`src/core/flash_host_defines.vh`:
```
// constants for the parallel nor flash host controller
`ifndef FLASH_HOST_DEFINES_VH
`define FLASH_HOST_DEFINES_VH
`define CMD_UNLOCK1_ADDR 12'h555
`define CMD_UNLOCK2_ADDR 12'h2aa
`define CMD_UNLOCK1_DATA 8'haa
`define CMD_UNLOCK2_DATA 8'h55
`define CMD_AUTOSEL 8'h90
`define CMD_PROGRAM 8'ha0
`define CMD_BYPASS 8'h20
`define CMD_BYPASS_RST1 8'h90
`define CMD_BYPASS_RST2 8'h00
`define CMD_RESET 8'hf0
`define CMD_SUSPEND 8'hb0
`define CMD_RESUME 8'h30
`define CMD_ERASE_SETUP 8'h80
`define CMD_SECTOR_ERASE 8'h30
`define OP_READ 4'h0
`define OP_RESET 4'h1
`define OP_AUTOSEL 4'h2
`define OP_PROGRAM 4'h3
`define OP_BYPASS 4'h4
`define OP_BYPASS_PROG 4'h5
`define OP_BYPASS_RST 4'h6
`define OP_SUSPEND 4'h7
`define OP_RESUME 4'h8
`define OP_SECT_ERASE 4'h9
`define OP_POLL 4'ha
`define SECTOR_LSB 12
`define SECTOR_MSB 20
`define PROT_UNPROT 8'h00
`define PROT_PROT 8'h01
`define POLL_BIT 7
`define TOGGLE_BIT 6
`define TIMEOUT_BIT 5
`define T_SETUP_NS 40
`define T_PULSE_NS 40
`define T_HOLD_NS 20
`define CLK_NS 20
`define T_SETUP_CYC ((`T_SETUP_NS + `CLK_NS - 1) / `CLK_NS)
`define T_PULSE_CYC ((`T_PULSE_NS + `CLK_NS - 1) / `CLK_NS)
`define T_HOLD_CYC ((`T_HOLD_NS + `CLK_NS - 1) / `CLK_NS)
`endif

```
`src/core/flash_bus_cycle.v`:
```
// one flash bus cycle: write or read with strobe timing
`timescale 1ns/10ps
`include "flash_host_defines.vh"
module flash_bus_cycle #(
	parameter AW = 21,
	parameter DW = 16
) (
	input wire clk,
	input wire srst,
	input wire start, // pulse: begin a cycle
	input wire is_write, // high for write cycle
	input wire [AW-1:0] addr,
	input wire [DW-1:0] wdata,
	output reg done_r, // pulse: cycle finished
	output reg [DW-1:0] rdata_r,
	output reg [AW-1:0] addr_r,
	output reg [DW-1:0] dq_out_r,
	output reg dq_oe_n_r, // low while driving data pins
	output reg ce_n_r,
	output reg we_n_r,
	output reg oe_n_r,
	input wire [DW-1:0] dq_in
);
	localparam S_IDLE = 4'b0001;
	localparam S_SETUP = 4'b0010;
	localparam S_PULSE = 4'b0100;
	localparam S_HOLD = 4'b1000;
	// phase lengths in clocks; only the low byte reaches the counter
	localparam integer SETUP_LEN = `T_SETUP_CYC;
	localparam integer PULSE_LEN = `T_PULSE_CYC;
	localparam integer HOLD_LEN = `T_HOLD_CYC;
	reg [3:0] st_r;
	reg [7:0] cnt_r;
	reg wr_r;
	// address set up with chip select, then strobe, then release
	always @(posedge clk) begin
		done_r <= 1'b0;
		if (srst) begin
			st_r <= S_IDLE;
			cnt_r <= 8'h00;
			wr_r <= 1'b0;
			rdata_r <= {DW{1'b0}};
			addr_r <= {AW{1'b0}};
			dq_out_r <= {DW{1'b0}};
			dq_oe_n_r <= 1'b1;
			ce_n_r <= 1'b1;
			we_n_r <= 1'b1;
			oe_n_r <= 1'b1;
		end else begin
			case (st_r)
			S_IDLE: begin
				if (start) begin
					wr_r <= is_write;
					addr_r <= addr;
					dq_out_r <= wdata;
					dq_oe_n_r <= ~is_write;
					ce_n_r <= 1'b0;
					cnt_r <= SETUP_LEN[7:0];
					st_r <= S_SETUP;
				end
			end
			S_SETUP: begin
				if (cnt_r <= 8'h01) begin
					// chip select already low, so write strobe falls later
					// and the device latches the address here
					we_n_r <= ~wr_r;
					oe_n_r <= wr_r;
					cnt_r <= PULSE_LEN[7:0];
					st_r <= S_PULSE;
				end else
					cnt_r <= cnt_r - 8'h01;
			end
			S_PULSE: begin
				if (cnt_r <= 8'h01) begin
					// write strobe rises first; data latched here
					we_n_r <= 1'b1;
					oe_n_r <= 1'b1;
					if (!wr_r)
						rdata_r <= dq_in;
					cnt_r <= HOLD_LEN[7:0];
					st_r <= S_HOLD;
				end else
					cnt_r <= cnt_r - 8'h01;
			end
			S_HOLD: begin
				// data held past strobe; chip select last to rise
				if (cnt_r <= 8'h01) begin
					ce_n_r <= 1'b1;
					dq_oe_n_r <= 1'b1;
					done_r <= 1'b1;
					st_r <= S_IDLE;
				end else
					cnt_r <= cnt_r - 8'h01;
			end
			default: st_r <= S_IDLE;
			endcase
		end
	end
endmodule // flash_bus_cycle

```
`src/core/flash_command_sequencer.v`:
```
// host-side command sequencer for a parallel nor flash
`timescale 1ns/10ps
`include "flash_host_defines.vh"
module flash_command_sequencer #(
	parameter AW = 21,
	parameter DW = 16
) (
	input wire clk,
	input wire srst,
	input wire req, // pulse: take an operation
	input wire [3:0] op, // operation code
	input wire [AW-1:0] user_addr,
	input wire [DW-1:0] user_data,
	output reg busy_r, // high while an operation runs
	output reg done_r, // pulse: operation finished
	output reg err_r, // pulse with done: refused or failed
	output reg [DW-1:0] rd_data_r, // read or status result
	output reg protected_r, // last autoselect protection answer
	output reg bypass_r, // device believed in bypass mode
	output reg suspended_r, // device believed erase-suspended
	output reg [AW-1:0] addr_pin_r,
	output reg [DW-1:0] dq_out_r,
	output reg dq_oe_n_r,
	output reg ce_n_r,
	output reg we_n_r,
	output reg oe_n_r,
	input wire [DW-1:0] dq_in,
	input wire ready_busy_out // from device, low while busy
);
	localparam S_IDLE = 4'b0001;
	localparam S_CYC = 4'b0010;
	localparam S_WAIT = 4'b0100;
	localparam S_FIN = 4'b1000;
	reg [3:0] st_r;
	reg [3:0] op_r;
	reg [2:0] idx_r; // cycle index in sequence
	reg [AW-1:0] ua_r;
	reg [DW-1:0] ud_r;
	reg cyc_start_r;
	reg cyc_wr_r;
	reg [AW-1:0] cyc_a_r;
	reg [DW-1:0] cyc_d_r;
	reg erasing_r; // sector erase launched, not suspended
	reg [DW-1:0] prev_r; // last status for toggle compare
	wire c_done;
	wire [DW-1:0] c_rdata;
	wire [AW-1:0] c_addr;
	wire [DW-1:0] c_dq;
	wire c_oe_n;
	wire c_ce_n;
	wire c_we_n;
	wire c_oen;
	// command address: low bits only, upper bits zero
	function [AW-1:0] cmd_a;
		input [11:0] a;
		cmd_a = {{(AW-12){1'b0}}, a};
	endfunction
	// sector address keeps bits 20..12 of the user address
	function [AW-1:0] sect_a;
		input [AW-1:0] a;
		sect_a = {a[`SECTOR_MSB:`SECTOR_LSB], {`SECTOR_LSB{1'b0}}};
	endfunction
	// number of bus cycles in each operation
	function [2:0] seq_len;
		input [3:0] o;
		case (o)
		`OP_READ, `OP_RESET, `OP_SUSPEND, `OP_RESUME: seq_len = 3'd1;
		`OP_BYPASS_PROG, `OP_BYPASS_RST, `OP_POLL: seq_len = 3'd2;
		`OP_BYPASS: seq_len = 3'd3;
		`OP_AUTOSEL, `OP_PROGRAM: seq_len = 3'd4;
		`OP_SECT_ERASE: seq_len = 3'd6;
		default: seq_len = 3'd1;
		endcase
	endfunction
	// legality of an operation in the current believed mode
	function legal;
		input [3:0] o;
		input byp;
		input sus;
		input ers;
		case (o)
		`OP_BYPASS_PROG, `OP_BYPASS_RST: legal = byp;
		`OP_RESUME: legal = sus;
		`OP_SUSPEND: legal = ers;
		`OP_SECT_ERASE, `OP_BYPASS: legal = ~byp & ~sus & ~ers;
		// suspend still allows read, program, autoselect
		`OP_READ, `OP_AUTOSEL, `OP_PROGRAM, `OP_RESET, `OP_POLL:
			legal = ~byp | (o == `OP_READ) | (o == `OP_POLL);
		default: legal = 1'b0;
		endcase
	endfunction
	flash_bus_cycle #(.AW(AW), .DW(DW)) u_cyc (
		.clk(clk),
		.srst(srst),
		.start(cyc_start_r),
		.is_write(cyc_wr_r),
		.addr(cyc_a_r),
		.wdata(cyc_d_r),
		.done_r(c_done),
		.rdata_r(c_rdata),
		.addr_r(c_addr),
		.dq_out_r(c_dq),
		.dq_oe_n_r(c_oe_n),
		.ce_n_r(c_ce_n),
		.we_n_r(c_we_n),
		.oe_n_r(c_oen),
		.dq_in(dq_in)
	);
	// pins retimed so every output leaves from a flop here
	always @(posedge clk) begin
		if (srst) begin
			addr_pin_r <= {AW{1'b0}};
			dq_out_r <= {DW{1'b0}};
			dq_oe_n_r <= 1'b1;
			ce_n_r <= 1'b1;
			we_n_r <= 1'b1;
			oe_n_r <= 1'b1;
		end else begin
			addr_pin_r <= c_addr;
			dq_out_r <= c_dq;
			dq_oe_n_r <= c_oe_n;
			ce_n_r <= c_ce_n;
			we_n_r <= c_we_n;
			oe_n_r <= c_oen;
		end
	end
	// pick the bus cycle for step idx of the latched operation
	always @* begin
		cyc_wr_r = 1'b1; // every command cycle is a write
		cyc_a_r = cmd_a(`CMD_UNLOCK1_ADDR);
		cyc_d_r = {{(DW-8){1'b0}}, `CMD_UNLOCK1_DATA};
		case (op_r)
		`OP_READ: begin
			cyc_wr_r = 1'b0; // straight read, no unlock
			cyc_a_r = ua_r;
		end
		`OP_RESET: cyc_d_r = {{(DW-8){1'b0}}, `CMD_RESET};
		`OP_SUSPEND: cyc_d_r = {{(DW-8){1'b0}}, `CMD_SUSPEND};
		`OP_RESUME: cyc_d_r = {{(DW-8){1'b0}}, `CMD_RESUME};
		`OP_POLL: begin
			cyc_wr_r = 1'b0; // two status reads at program address
			cyc_a_r = ua_r;
		end
		`OP_BYPASS_PROG: begin
			cyc_d_r = (idx_r == 3'd0) ?
				{{(DW-8){1'b0}}, `CMD_PROGRAM} : ud_r;
			if (idx_r != 3'd0)
				cyc_a_r = ua_r; // program_addr
		end
		`OP_BYPASS_RST: cyc_d_r = (idx_r == 3'd0) ?
			{{(DW-8){1'b0}}, `CMD_BYPASS_RST1} :
			{{(DW-8){1'b0}}, `CMD_BYPASS_RST2};
		default: begin
			// unlock pair, then the command byte
			if (idx_r == 3'd1 || idx_r == 3'd4) begin
				cyc_a_r = cmd_a(`CMD_UNLOCK2_ADDR);
				cyc_d_r = {{(DW-8){1'b0}}, `CMD_UNLOCK2_DATA};
			end else if (idx_r == 3'd2) begin
				case (op_r)
				`OP_AUTOSEL: cyc_d_r = {{(DW-8){1'b0}}, `CMD_AUTOSEL};
				`OP_PROGRAM: cyc_d_r = {{(DW-8){1'b0}}, `CMD_PROGRAM};
				`OP_BYPASS: cyc_d_r = {{(DW-8){1'b0}}, `CMD_BYPASS};
				default: cyc_d_r = {{(DW-8){1'b0}}, `CMD_ERASE_SETUP};
				endcase
			end else if (idx_r == 3'd3) begin
				if (op_r == `OP_AUTOSEL) begin
					cyc_wr_r = 1'b0; // fourth cycle reads
					cyc_a_r = ua_r;
				end else if (op_r == `OP_PROGRAM) begin
					cyc_a_r = ua_r; // program_addr
					cyc_d_r = ud_r; // program_data
				end
			end else if (idx_r == 3'd5) begin
				cyc_a_r = sect_a(ua_r); // sector_addr
				cyc_d_r = {{(DW-8){1'b0}}, `CMD_SECTOR_ERASE};
			end
		end
		endcase
	end
	// operation sequencer
	always @(posedge clk) begin
		done_r <= 1'b0;
		err_r <= 1'b0;
		cyc_start_r <= 1'b0;
		if (srst) begin
			st_r <= S_IDLE;
			op_r <= `OP_READ;
			idx_r <= 3'd0;
			ua_r <= {AW{1'b0}};
			ud_r <= {DW{1'b0}};
			busy_r <= 1'b0;
			rd_data_r <= {DW{1'b0}};
			protected_r <= 1'b0;
			bypass_r <= 1'b0;
			suspended_r <= 1'b0;
			erasing_r <= 1'b0;
			prev_r <= {DW{1'b0}};
		end else begin
			case (st_r)
			S_IDLE: begin
				if (req) begin
					op_r <= op;
					ua_r <= user_addr;
					ud_r <= user_data;
					idx_r <= 3'd0;
					if (legal(op, bypass_r, suspended_r, erasing_r)) begin
						busy_r <= 1'b1;
						cyc_start_r <= 1'b1;
						st_r <= S_CYC;
					end else begin
						done_r <= 1'b1; // refused, nothing on the pins
						err_r <= 1'b1;
					end
				end
			end
			S_CYC: begin
				if (c_done) begin
					if (op_r == `OP_POLL && idx_r == 3'd0)
						prev_r <= c_rdata;
					if (!cyc_wr_r)
						rd_data_r <= c_rdata;
					if (idx_r + 3'd1 == seq_len(op_r)) begin
						st_r <= S_WAIT;
					end else begin
						idx_r <= idx_r + 3'd1;
						cyc_start_r <= 1'b1;
					end
				end
			end
			S_WAIT: begin
				// wait on ready/busy after a program
				if (!((op_r == `OP_PROGRAM || op_r == `OP_BYPASS_PROG) &&
					!ready_busy_out))
					st_r <= S_FIN;
			end
			S_FIN: begin
				busy_r <= 1'b0;
				done_r <= 1'b1;
				st_r <= S_IDLE;
				case (op_r)
				`OP_AUTOSEL:
					protected_r <= (rd_data_r[7:0] == `PROT_PROT);
				`OP_BYPASS: bypass_r <= 1'b1;
				`OP_BYPASS_RST: bypass_r <= 1'b0;
				`OP_SECT_ERASE: erasing_r <= 1'b1;
				`OP_SUSPEND: begin
					erasing_r <= 1'b0;
					suspended_r <= 1'b1;
				end
				`OP_RESUME: begin
					suspended_r <= 1'b0;
					erasing_r <= 1'b1;
				end
				`OP_POLL: begin
					// toggle stops and ready/busy high once done
					if (prev_r[`TOGGLE_BIT] == rd_data_r[`TOGGLE_BIT] &&
						ready_busy_out) begin
						if (erasing_r)
							erasing_r <= 1'b0;
						// bit 7 must match the programmed value
						err_r <= ~erasing_r &
							(rd_data_r[`POLL_BIT] != ud_r[`POLL_BIT]);
					end else
						err_r <= rd_data_r[`TIMEOUT_BIT];
				end
				default: ;
				endcase
			end
			default: st_r <= S_IDLE;
			endcase
		end
	end
endmodule // flash_command_sequencer

```
`config.mk`:
```
export PLATFORM = sky130hd
export DESIGN_NAME = flash_command_sequencer
export DESIGN_NICKNAME = d
export VERILOG_FILES = /design/src/core/flash_bus_cycle.v /design/src/core/flash_command_sequencer.v
export VERILOG_INCLUDE_DIRS = /design/src /design/src/core
export SDC_FILE = /design/constraint.sdc
export NUM_CORES = 1
export LEC_CHECK = 0
export BUFFER_PORTS_ARGS = -buffer_cell sky130_fd_sc_hd__clkbuf_2
export CAP_MARGIN = 30
export CORE_ASPECT_RATIO = 1.75
export CORE_UTILIZATION = 56
export CTS_BUF_LIST = sky130_fd_sc_hd__clkbuf_16
export CTS_CLUSTER_DIAMETER = 40
export DETAILED_ROUTE_END_ITERATION = 7
export GPL_ROUTABILITY_DRIVEN = 0
export GPL_TIMING_DRIVEN = 0
export PLACE_DENSITY = 0.78
export SETUP_SLACK_MARGIN = 0.5
export SKIP_CTS_REPAIR_TIMING = 1
export SYNTH_ARGS = -nofsm -noshare
export SYNTH_HDL_FRONTEND = slang
export SYNTH_SLANG_ARGS = --single-unit
export TNS_END_PERCENT = 10
```
`constraint.sdc`:
```
create_clock -name clk -period 2.5 [get_ports clk]
set_clock_uncertainty 0.05 [all_clocks]
set_input_delay 0.125 -clock clk [delete_from_list [all_inputs] [get_ports clk]]
set_output_delay 0.125 -clock clk [all_outputs]
set_load 0.01 [all_outputs]
```
=== Word level (Yosys, flattened, before mapping) ===
Memory sizes are Yosys's and may differ from the RTL's. A register that Yosys moved wholly into a read port is not among the register bits.
Index checks and enable logic that the tools add are counted.

* ROM bits: 48
* Memories kept: 1
* Flip-flop bits (word level): 191

{| class="wikitable"
|+ Memory list
! name !! words !! bits a word !! rd ports !! clocked after memory_dff !! write ports !! RTL line !! text
|-
| (no name shown) || 16 || 3 || 1 || 1 || 0 || flash_command_sequencer.v:66 || <nowiki>case (o)</nowiki>
|}

* Eq/ne operators: 49
* $add $sub $neg: 2
* Muxes and demuxes: 80
* Bitwise logic cells: 11
* Order comparisons: 1
* Reductions and logical operators: 42

{| class="wikitable"
|+ Operators by type and width
! cell !! number
|-
| $mux W21 || 7
|-
| $mux W16 || 6
|-
| $pmux W16 S6 || 1
|-
| $pmux W21 S3 || 1
|-
| $mux W8 || 6
|-
| $mux W4 || 11
|-
| $eq A4 B3 Y1 const B || 10
|-
| $eq A4 B4 Y1 const B || 8
|-
| $pmux W8 S4 || 1
|-
| $eq A4 B2 Y1 const B || 6
|-
| $mux W1 || 24
|-
| $pmux W8 S3 || 1
|-
| $reduce_and A3 Y1 || 8
|-
| $pmux W1 S2 || 11
|-
| $mux W3 || 6
|-
| $eq A4 B1 Y1 const B || 4
|-
| $pmux W4 S4 || 1
|-
| $ne A2 B2 Y1 const B || 7
|-
| $pmux W4 S3 || 1
|-
| $reduce_bool A2 Y1 || 6
|-
| $ne A2 B1 Y1 const B || 5
|-
| $reduce_and A2 Y1 || 5
|-
| $reduce_or A2 Y1 || 5
|-
| $reduce_or A5 Y1 || 2
|-
| 26 further kinds || 42
|}

=== Longest topological paths before layout ===
* Word-level depth: 10
* Gate-level depth with buffers: 10

=== By module ===
A second synthesis with hierarchy kept.

* Cell total of the unflattened synthesis: 893
* Area, all modules: 7771.2 um2

{| class="wikitable"
|+ By module, submodules not included
! module !! seq. area each (um2) !! cells each !! instances !! area an instance (um2)
|-
| flash_command_sequencer || 2342.2 || 580 || 1 || 4997.3
|-
| flash_bus_cycle || 1421.4 || 313 || 1 || 2773.9
|}

=== Worst setup path before layout ===
No wires, ideal clock.

* Kind: flip-flop to flip-flop
* From: reg idx_r[2]
* To: reg rd_data_r[10]
* Setup time: 72 ps
* Setup slack: 272 ps
* Path buffers: 3
* Data arrival time: 2107 ps
* Cell stages (with the launch flop): 10
* Path through: dfxtp_1 buf_2 inv_1 ha_1 nor4bb_1 buf_2 a32oi_1 nor2_2 buf_4 mux2i_1

* Word-level cells in the longest chain between the ends: 7
* Elaborated cells between the ends (all ways): 11

{| class="wikitable"
|+ Ends and longest elaborated chain
! item !! RTL line !! text
|-
| from (decl) || flash_command_sequencer.v:36 || <nowiki>reg [2:0] idx_r;</nowiki>
|-
| from (signal assigned) || flash_command_sequencer.v:225 || <nowiki>idx_r <= idx_r + 3'd1;</nowiki>
|-
| $eq A3 B2 Y1 || flash_command_sequencer.v:165 || <nowiki>end else if (idx_r == 3'd3) begin</nowiki>
|-
| $mux W1 || flash_command_sequencer.v:165 ||
|-
| $mux W1 || flash_command_sequencer.v:158 || <nowiki>end else if (idx_r == 3'd2) begin</nowiki>
|-
| $mux W1 (*) || flash_command_sequencer.v:155 || <nowiki>if (idx_r == 3'd1 || idx_r == 3'd4) begin</nowiki>
|-
| $pmux W1 S2 (*) || flash_command_sequencer.v:132 || <nowiki>case (op_r)</nowiki>
|-
| $not A1 Y1 (no source line) (*) || n/a ||
|-
| $reduce_and A3 Y1 (no source line) (*) || n/a ||
|-
| to (signal assigned) || flash_command_sequencer.v:192 || <nowiki>rd_data_r <= {DW{1'b0}};</nowiki>
|-
| to (signal assigned) || flash_command_sequencer.v:221 || <nowiki>rd_data_r <= c_rdata;</nowiki>
|-
| to (decl) || flash_command_sequencer.v:17 || <nowiki>output reg [DW-1:0] rd_data_r,</nowiki>
|}

Every way passes the cells marked *; elsewhere a longest branch is shown, timed or not.
A chain may end at the register's enable or synchronous reset.

=== Final worst setup path ===
* From: reg idx_r[0]
* To: reg u_cyc.addr_r[15]

* Word-level cells in the longest chain between the ends: 6
* Elaborated cells between the ends (all ways): 13

{| class="wikitable"
|+ Ends and longest elaborated chain
! item !! RTL line !! text
|-
| $eq A3 B3 Y1 || flash_command_sequencer.v:173 || <nowiki>end else if (idx_r == 3'd5) begin</nowiki>
|-
| $mux W21 || flash_command_sequencer.v:173 ||
|-
| $mux W21 || flash_command_sequencer.v:165 ||
|-
| $mux W21 || flash_command_sequencer.v:158 ||
|-
| $mux W21 || flash_command_sequencer.v:155 ||
|-
| $pmux W21 S3 (*) || flash_command_sequencer.v:132 ||
|-
| to (signal assigned) || flash_bus_cycle.v:43 || <nowiki>addr_r <= {AW{1'b0}};</nowiki>
|-
| to (signal assigned) || flash_bus_cycle.v:54 || <nowiki>addr_r <= addr;</nowiki>
|-
| to (decl) || flash_bus_cycle.v:16 || <nowiki>output reg [AW-1:0] addr_r,</nowiki>
|}

Marked as above.

==> impl_metrics.yaml <==
pwr:
  maximum_vdd_drop_uv: 530
  power.density_cell_area_nw_per_um2: 654
  cellLeakagePower_nw: 4.00
worst_setup_path:
  crit_arrival_ns: 2.45
  worst_setup_path_start_kind: "flip-flop"
  worst_setup_path_end_kind: "flip-flop"
  setup.worst_path.class: "flip-flop to flip-flop"
  worstPathRequired_ns: 2.78
  crit_path_max_fanout: 6
yosys:
  syn-cell-area_um2: 7800
  synth-async-reset-ratio: 0
  ys_seq_area_frac: 0.482
  synth_cell_types: 78
  postSynthCellCount: 864
  synth-edff-count: 0
  postSynthRegisterBits: 188
  synth_area_per_cell_um2: 9.03
  ys.flop_type: "sky130_fd_sc_hd__dfxtp_1"
  synth_warnings: 0
  syn_nets: 934
clocking:
  cts_num_sinks: 188
  max-clock-path-buffers: 2
  cts_max_level: 4
  tritoncts.num_buffers: 17
  worstSkewPairLatency_ns: 0.43
  clk_pin_slew_worst_paths_ns: 0.08
  cts.root.buffer_cell: "sky130_fd_sc_hd__clkbuf_16"
  cts_tree: "done"
layout:
  nets: 1144
  n_antenna_cell: 0
  drive_gt1_frac: 0.243
  area.growth.synth_to_final_pct: 31.3
  postLayoutCellArea_um2: 10200
route:
  via_per_inst: 5.98
  drc: 0
  drtIter0Drc: 424
  route.vias.total: 7541
  wl_mm: 22.9
  route.antenna.remaining_nets: 0
  drt-pass1-iter-count: 6
  wl_per_cell_um: 18.1
job:
  timing.max_cap.violations: 0
timing:
  min_period_over_period: 0.870
  achievable-frequency_mhz: 460
  hold_viol: 0
  setup_viol: 0
  tightestPinTransition_ns: 0.704
  finalWorstSetupSlack_ns: 0.326
  max_slew_headroom_at_the_worst_pin: 0.527
  fin_crit_ns: 2.17
  rsz0062_at_grt: "yes"
  finalHoldWorstSlack_ns: 0.00577
  maxSlewViolCount: 0
status:
  result_of_the_run: "complete, no violations"
placement:
  placed_cell_area_um2: 8690
  place.port_buffers: 121
  pre_cts_slack_ns: -0.572
  post-dp-hpwl_mm: 15.4
floorplan:
  start_util: 0.577
  top_level_ports: 124
  std_cell_rows: 56
  coreArea_um2: 13500
  dieWidth_um: 91.2
  die-height_um: 158
  fp.dieArea_um2: 14400
global_route:
  first_global_vias: 6905
  grt_first_pass_wirelength_mm: 33.6
  global_route.usage.total: 0.299
  largest_net_degree_at_the_start_of_global_routing: 22
  grt_overflow_total: 0
  antenna_violations_before_repair: 0
worst_hold_path:
  hp-class: "input pin to flip-flop"
Yosys cell counts (3+ instances only):
library cell	count	area, um^2
sky130_fd_sc_hd__a2111oi_0	3	26.3
sky130_fd_sc_hd__a211oi_1	3	22.5
sky130_fd_sc_hd__a21oi_1	80	400
sky130_fd_sc_hd__a221o_1	6	60.1
sky130_fd_sc_hd__a22o_1	10	87.6
sky130_fd_sc_hd__a311oi_1	4	35.0
sky130_fd_sc_hd__a31oi_1	3	18.8
sky130_fd_sc_hd__a32o_1	14	140
sky130_fd_sc_hd__a32oi_1	3	26.3
sky130_fd_sc_hd__a41oi_1	3	26.3
sky130_fd_sc_hd__and3_1	5	31.3
sky130_fd_sc_hd__and4b_1	3	30.0
sky130_fd_sc_hd__buf_1	8	30.0
sky130_fd_sc_hd__buf_2	12	60.1
sky130_fd_sc_hd__clkbuf_1	44	165
sky130_fd_sc_hd__dfxtp_1	188	3760
sky130_fd_sc_hd__ha_1	9	113
sky130_fd_sc_hd__inv_1	16	60.1
sky130_fd_sc_hd__mux2i_1	22	220
sky130_fd_sc_hd__nand2_1	126	473
sky130_fd_sc_hd__nand2b_1	15	93.8
sky130_fd_sc_hd__nand3_1	28	140
sky130_fd_sc_hd__nand3b_1	12	90.1
sky130_fd_sc_hd__nand4_1	8	50.1
sky130_fd_sc_hd__nor2_1	30	113
sky130_fd_sc_hd__nor2b_1	44	275
sky130_fd_sc_hd__nor3_1	15	75.1
sky130_fd_sc_hd__nor3b_1	4	30.0
sky130_fd_sc_hd__nor4_1	5	31.3
sky130_fd_sc_hd__o211ai_1	6	45.0
sky130_fd_sc_hd__o21ai_0	33	165
sky130_fd_sc_hd__o221a_2	7	78.8
sky130_fd_sc_hd__o221ai_1	4	35.0
sky130_fd_sc_hd__o31ai_1	6	45.0
sky130_fd_sc_hd__o41ai_1	4	35.0
sky130_fd_sc_hd__or2_2	6	37.5
sky130_fd_sc_hd__or3_1	5	31.3
sky130_fd_sc_hd__or4_1	4	30.0
sky130_fd_sc_hd__or4b_1	4	40.0
sky130_fd_sc_hd__xnor2_1	10	87.6
area by class of cell:
class | instances | area, um^2
fill | 969 | 3280
multi-input combinational | 594 | 3930
clock buffer | 17 | 425
inverter | 17 | 63.8
clock inverter | 15 | 215
timing repair buffer | 191 | 1290
sequential | 188 | 3780
buffer | 65 | 325
tap | 174 | 218
power breakdown:
| group | leakage (nW) | internal (W) | switching, W |
|---|---|---|---|
| Clock | 0.310 | 0.00147 | 0.00138 |
| Combinational | 2.16 | 0.000291 | 0.000415 |
| Sequential | 1.53 | 0.00308 | 0.0000567 |
| Total | 4.00 | 0.00484 | 0.00185 |
layout by cell type (no fill, tap or decap), drive strengths merged, types with 5 or more instances in the layout:
master / n
dfxtp: 188
clkbuf: 180
nand2: 126
a21oi: 80
dlygate4sd3: 54
nor2b: 44
buf: 39
o21ai: 33
nor2: 31
nand3: 28
inv: 23
mux2i: 22
nand2b: 15
nor3: 15
a32o: 14
nand3b: 12
xnor2: 10
a22o: 10
ha: 9
nand4: 8
clkinv: 8
or2: 8
o221a: 7
o211ai: 6
nor4: 6
o31ai: 6
a221o: 6
or4b: 6
o221ai: 6
and3: 5
or3: 5
or4: 5
routing by layer:
layer  part of all wire  GRT usage  vias up
met5                  0          0        -
met4              0.059      0.188        0
met3              0.050     0.0471      109
met2               0.54      0.570      350
met1               0.36      0.299     3552
li1                   -          -     3530
final timing paths:
kind                                                 from                       endpoint  slack (ns)  depth (start not counted)
worst max-delay path                idx_r[0]$_SDFFE_PP0P_  u_cyc.addr_r[15]$_SDFFE_PP0P_        0.33                          9
worst max register to register      idx_r[0]$_SDFFE_PP0P_  u_cyc.addr_r[15]$_SDFFE_PP0P_        0.33                          9
worst min-delay path                                op[0]           op_r[0]$_SDFFE_PP0P_       0.006                          3
worst min register to register  u_cyc.ce_n_r$_SDFFE_PP1P_              ce_n_r$_SDFF_PP1_        0.40                          1
cell families after synthesis:
family / after synthesis / synth area share
muxes: 24 / 0.0311
buffers and inverters: 82 / 0.0418
xor gates and xnor gates: 12 / 0.0135
adders and majority gates: 9 / 0.0144
DFF: 188 / 0.482
AOI/OAI and AO/OA: 214 / 0.191
and+or+nand+nor: 335 / 0.226
per-stage QoR:
step	std cells	setup TNS [ns]	total power, W	util
after floorplan	864	0	0.00355	-
after global placement	1159	-1.34	0.00375	0.642
after detailed placement	1160	-1.42	0.00377	0.643
after CTS	1192	-0.475	0.00656	0.690
after global routing	1261	0	0.00688	0.758
final	1261	0	0.00670	0.758
registers in the layout, indices dropped and copies added, names as in the netlist, 3 cells and up, named ones only:
register        cells
ua_r               21
u_cyc.rdata_r      16
addr_pin_r         21
dq_out_r           16
ud_r               16
rd_data_r          16
u_cyc.addr_r       21
idx_r               3
u_cyc.cnt_r         8
u_cyc.dq_out_r     16
op_r                4
st_r                4
u_cyc.st_r          4
worst max-delay path, cell delays in order, from the launching register on:
cell and delay [ns]:
sky130_fd_sc_hd__dfxtp_4 0.37, sky130_fd_sc_hd__ha_4 0.16, sky130_fd_sc_hd__ha_4 0.17, sky130_fd_sc_hd__nor4bb_4 0.14, sky130_fd_sc_hd__buf_4 0.16, sky130_fd_sc_hd__buf_4 0.15
sky130_fd_sc_hd__o211ai_1 0.25, sky130_fd_sc_hd__o311ai_4 0.19, sky130_fd_sc_hd__clkbuf_16 0.19, sky130_fd_sc_hd__a32o_1 0.24
No activity file was read; power rests on OpenSTA's default activity.
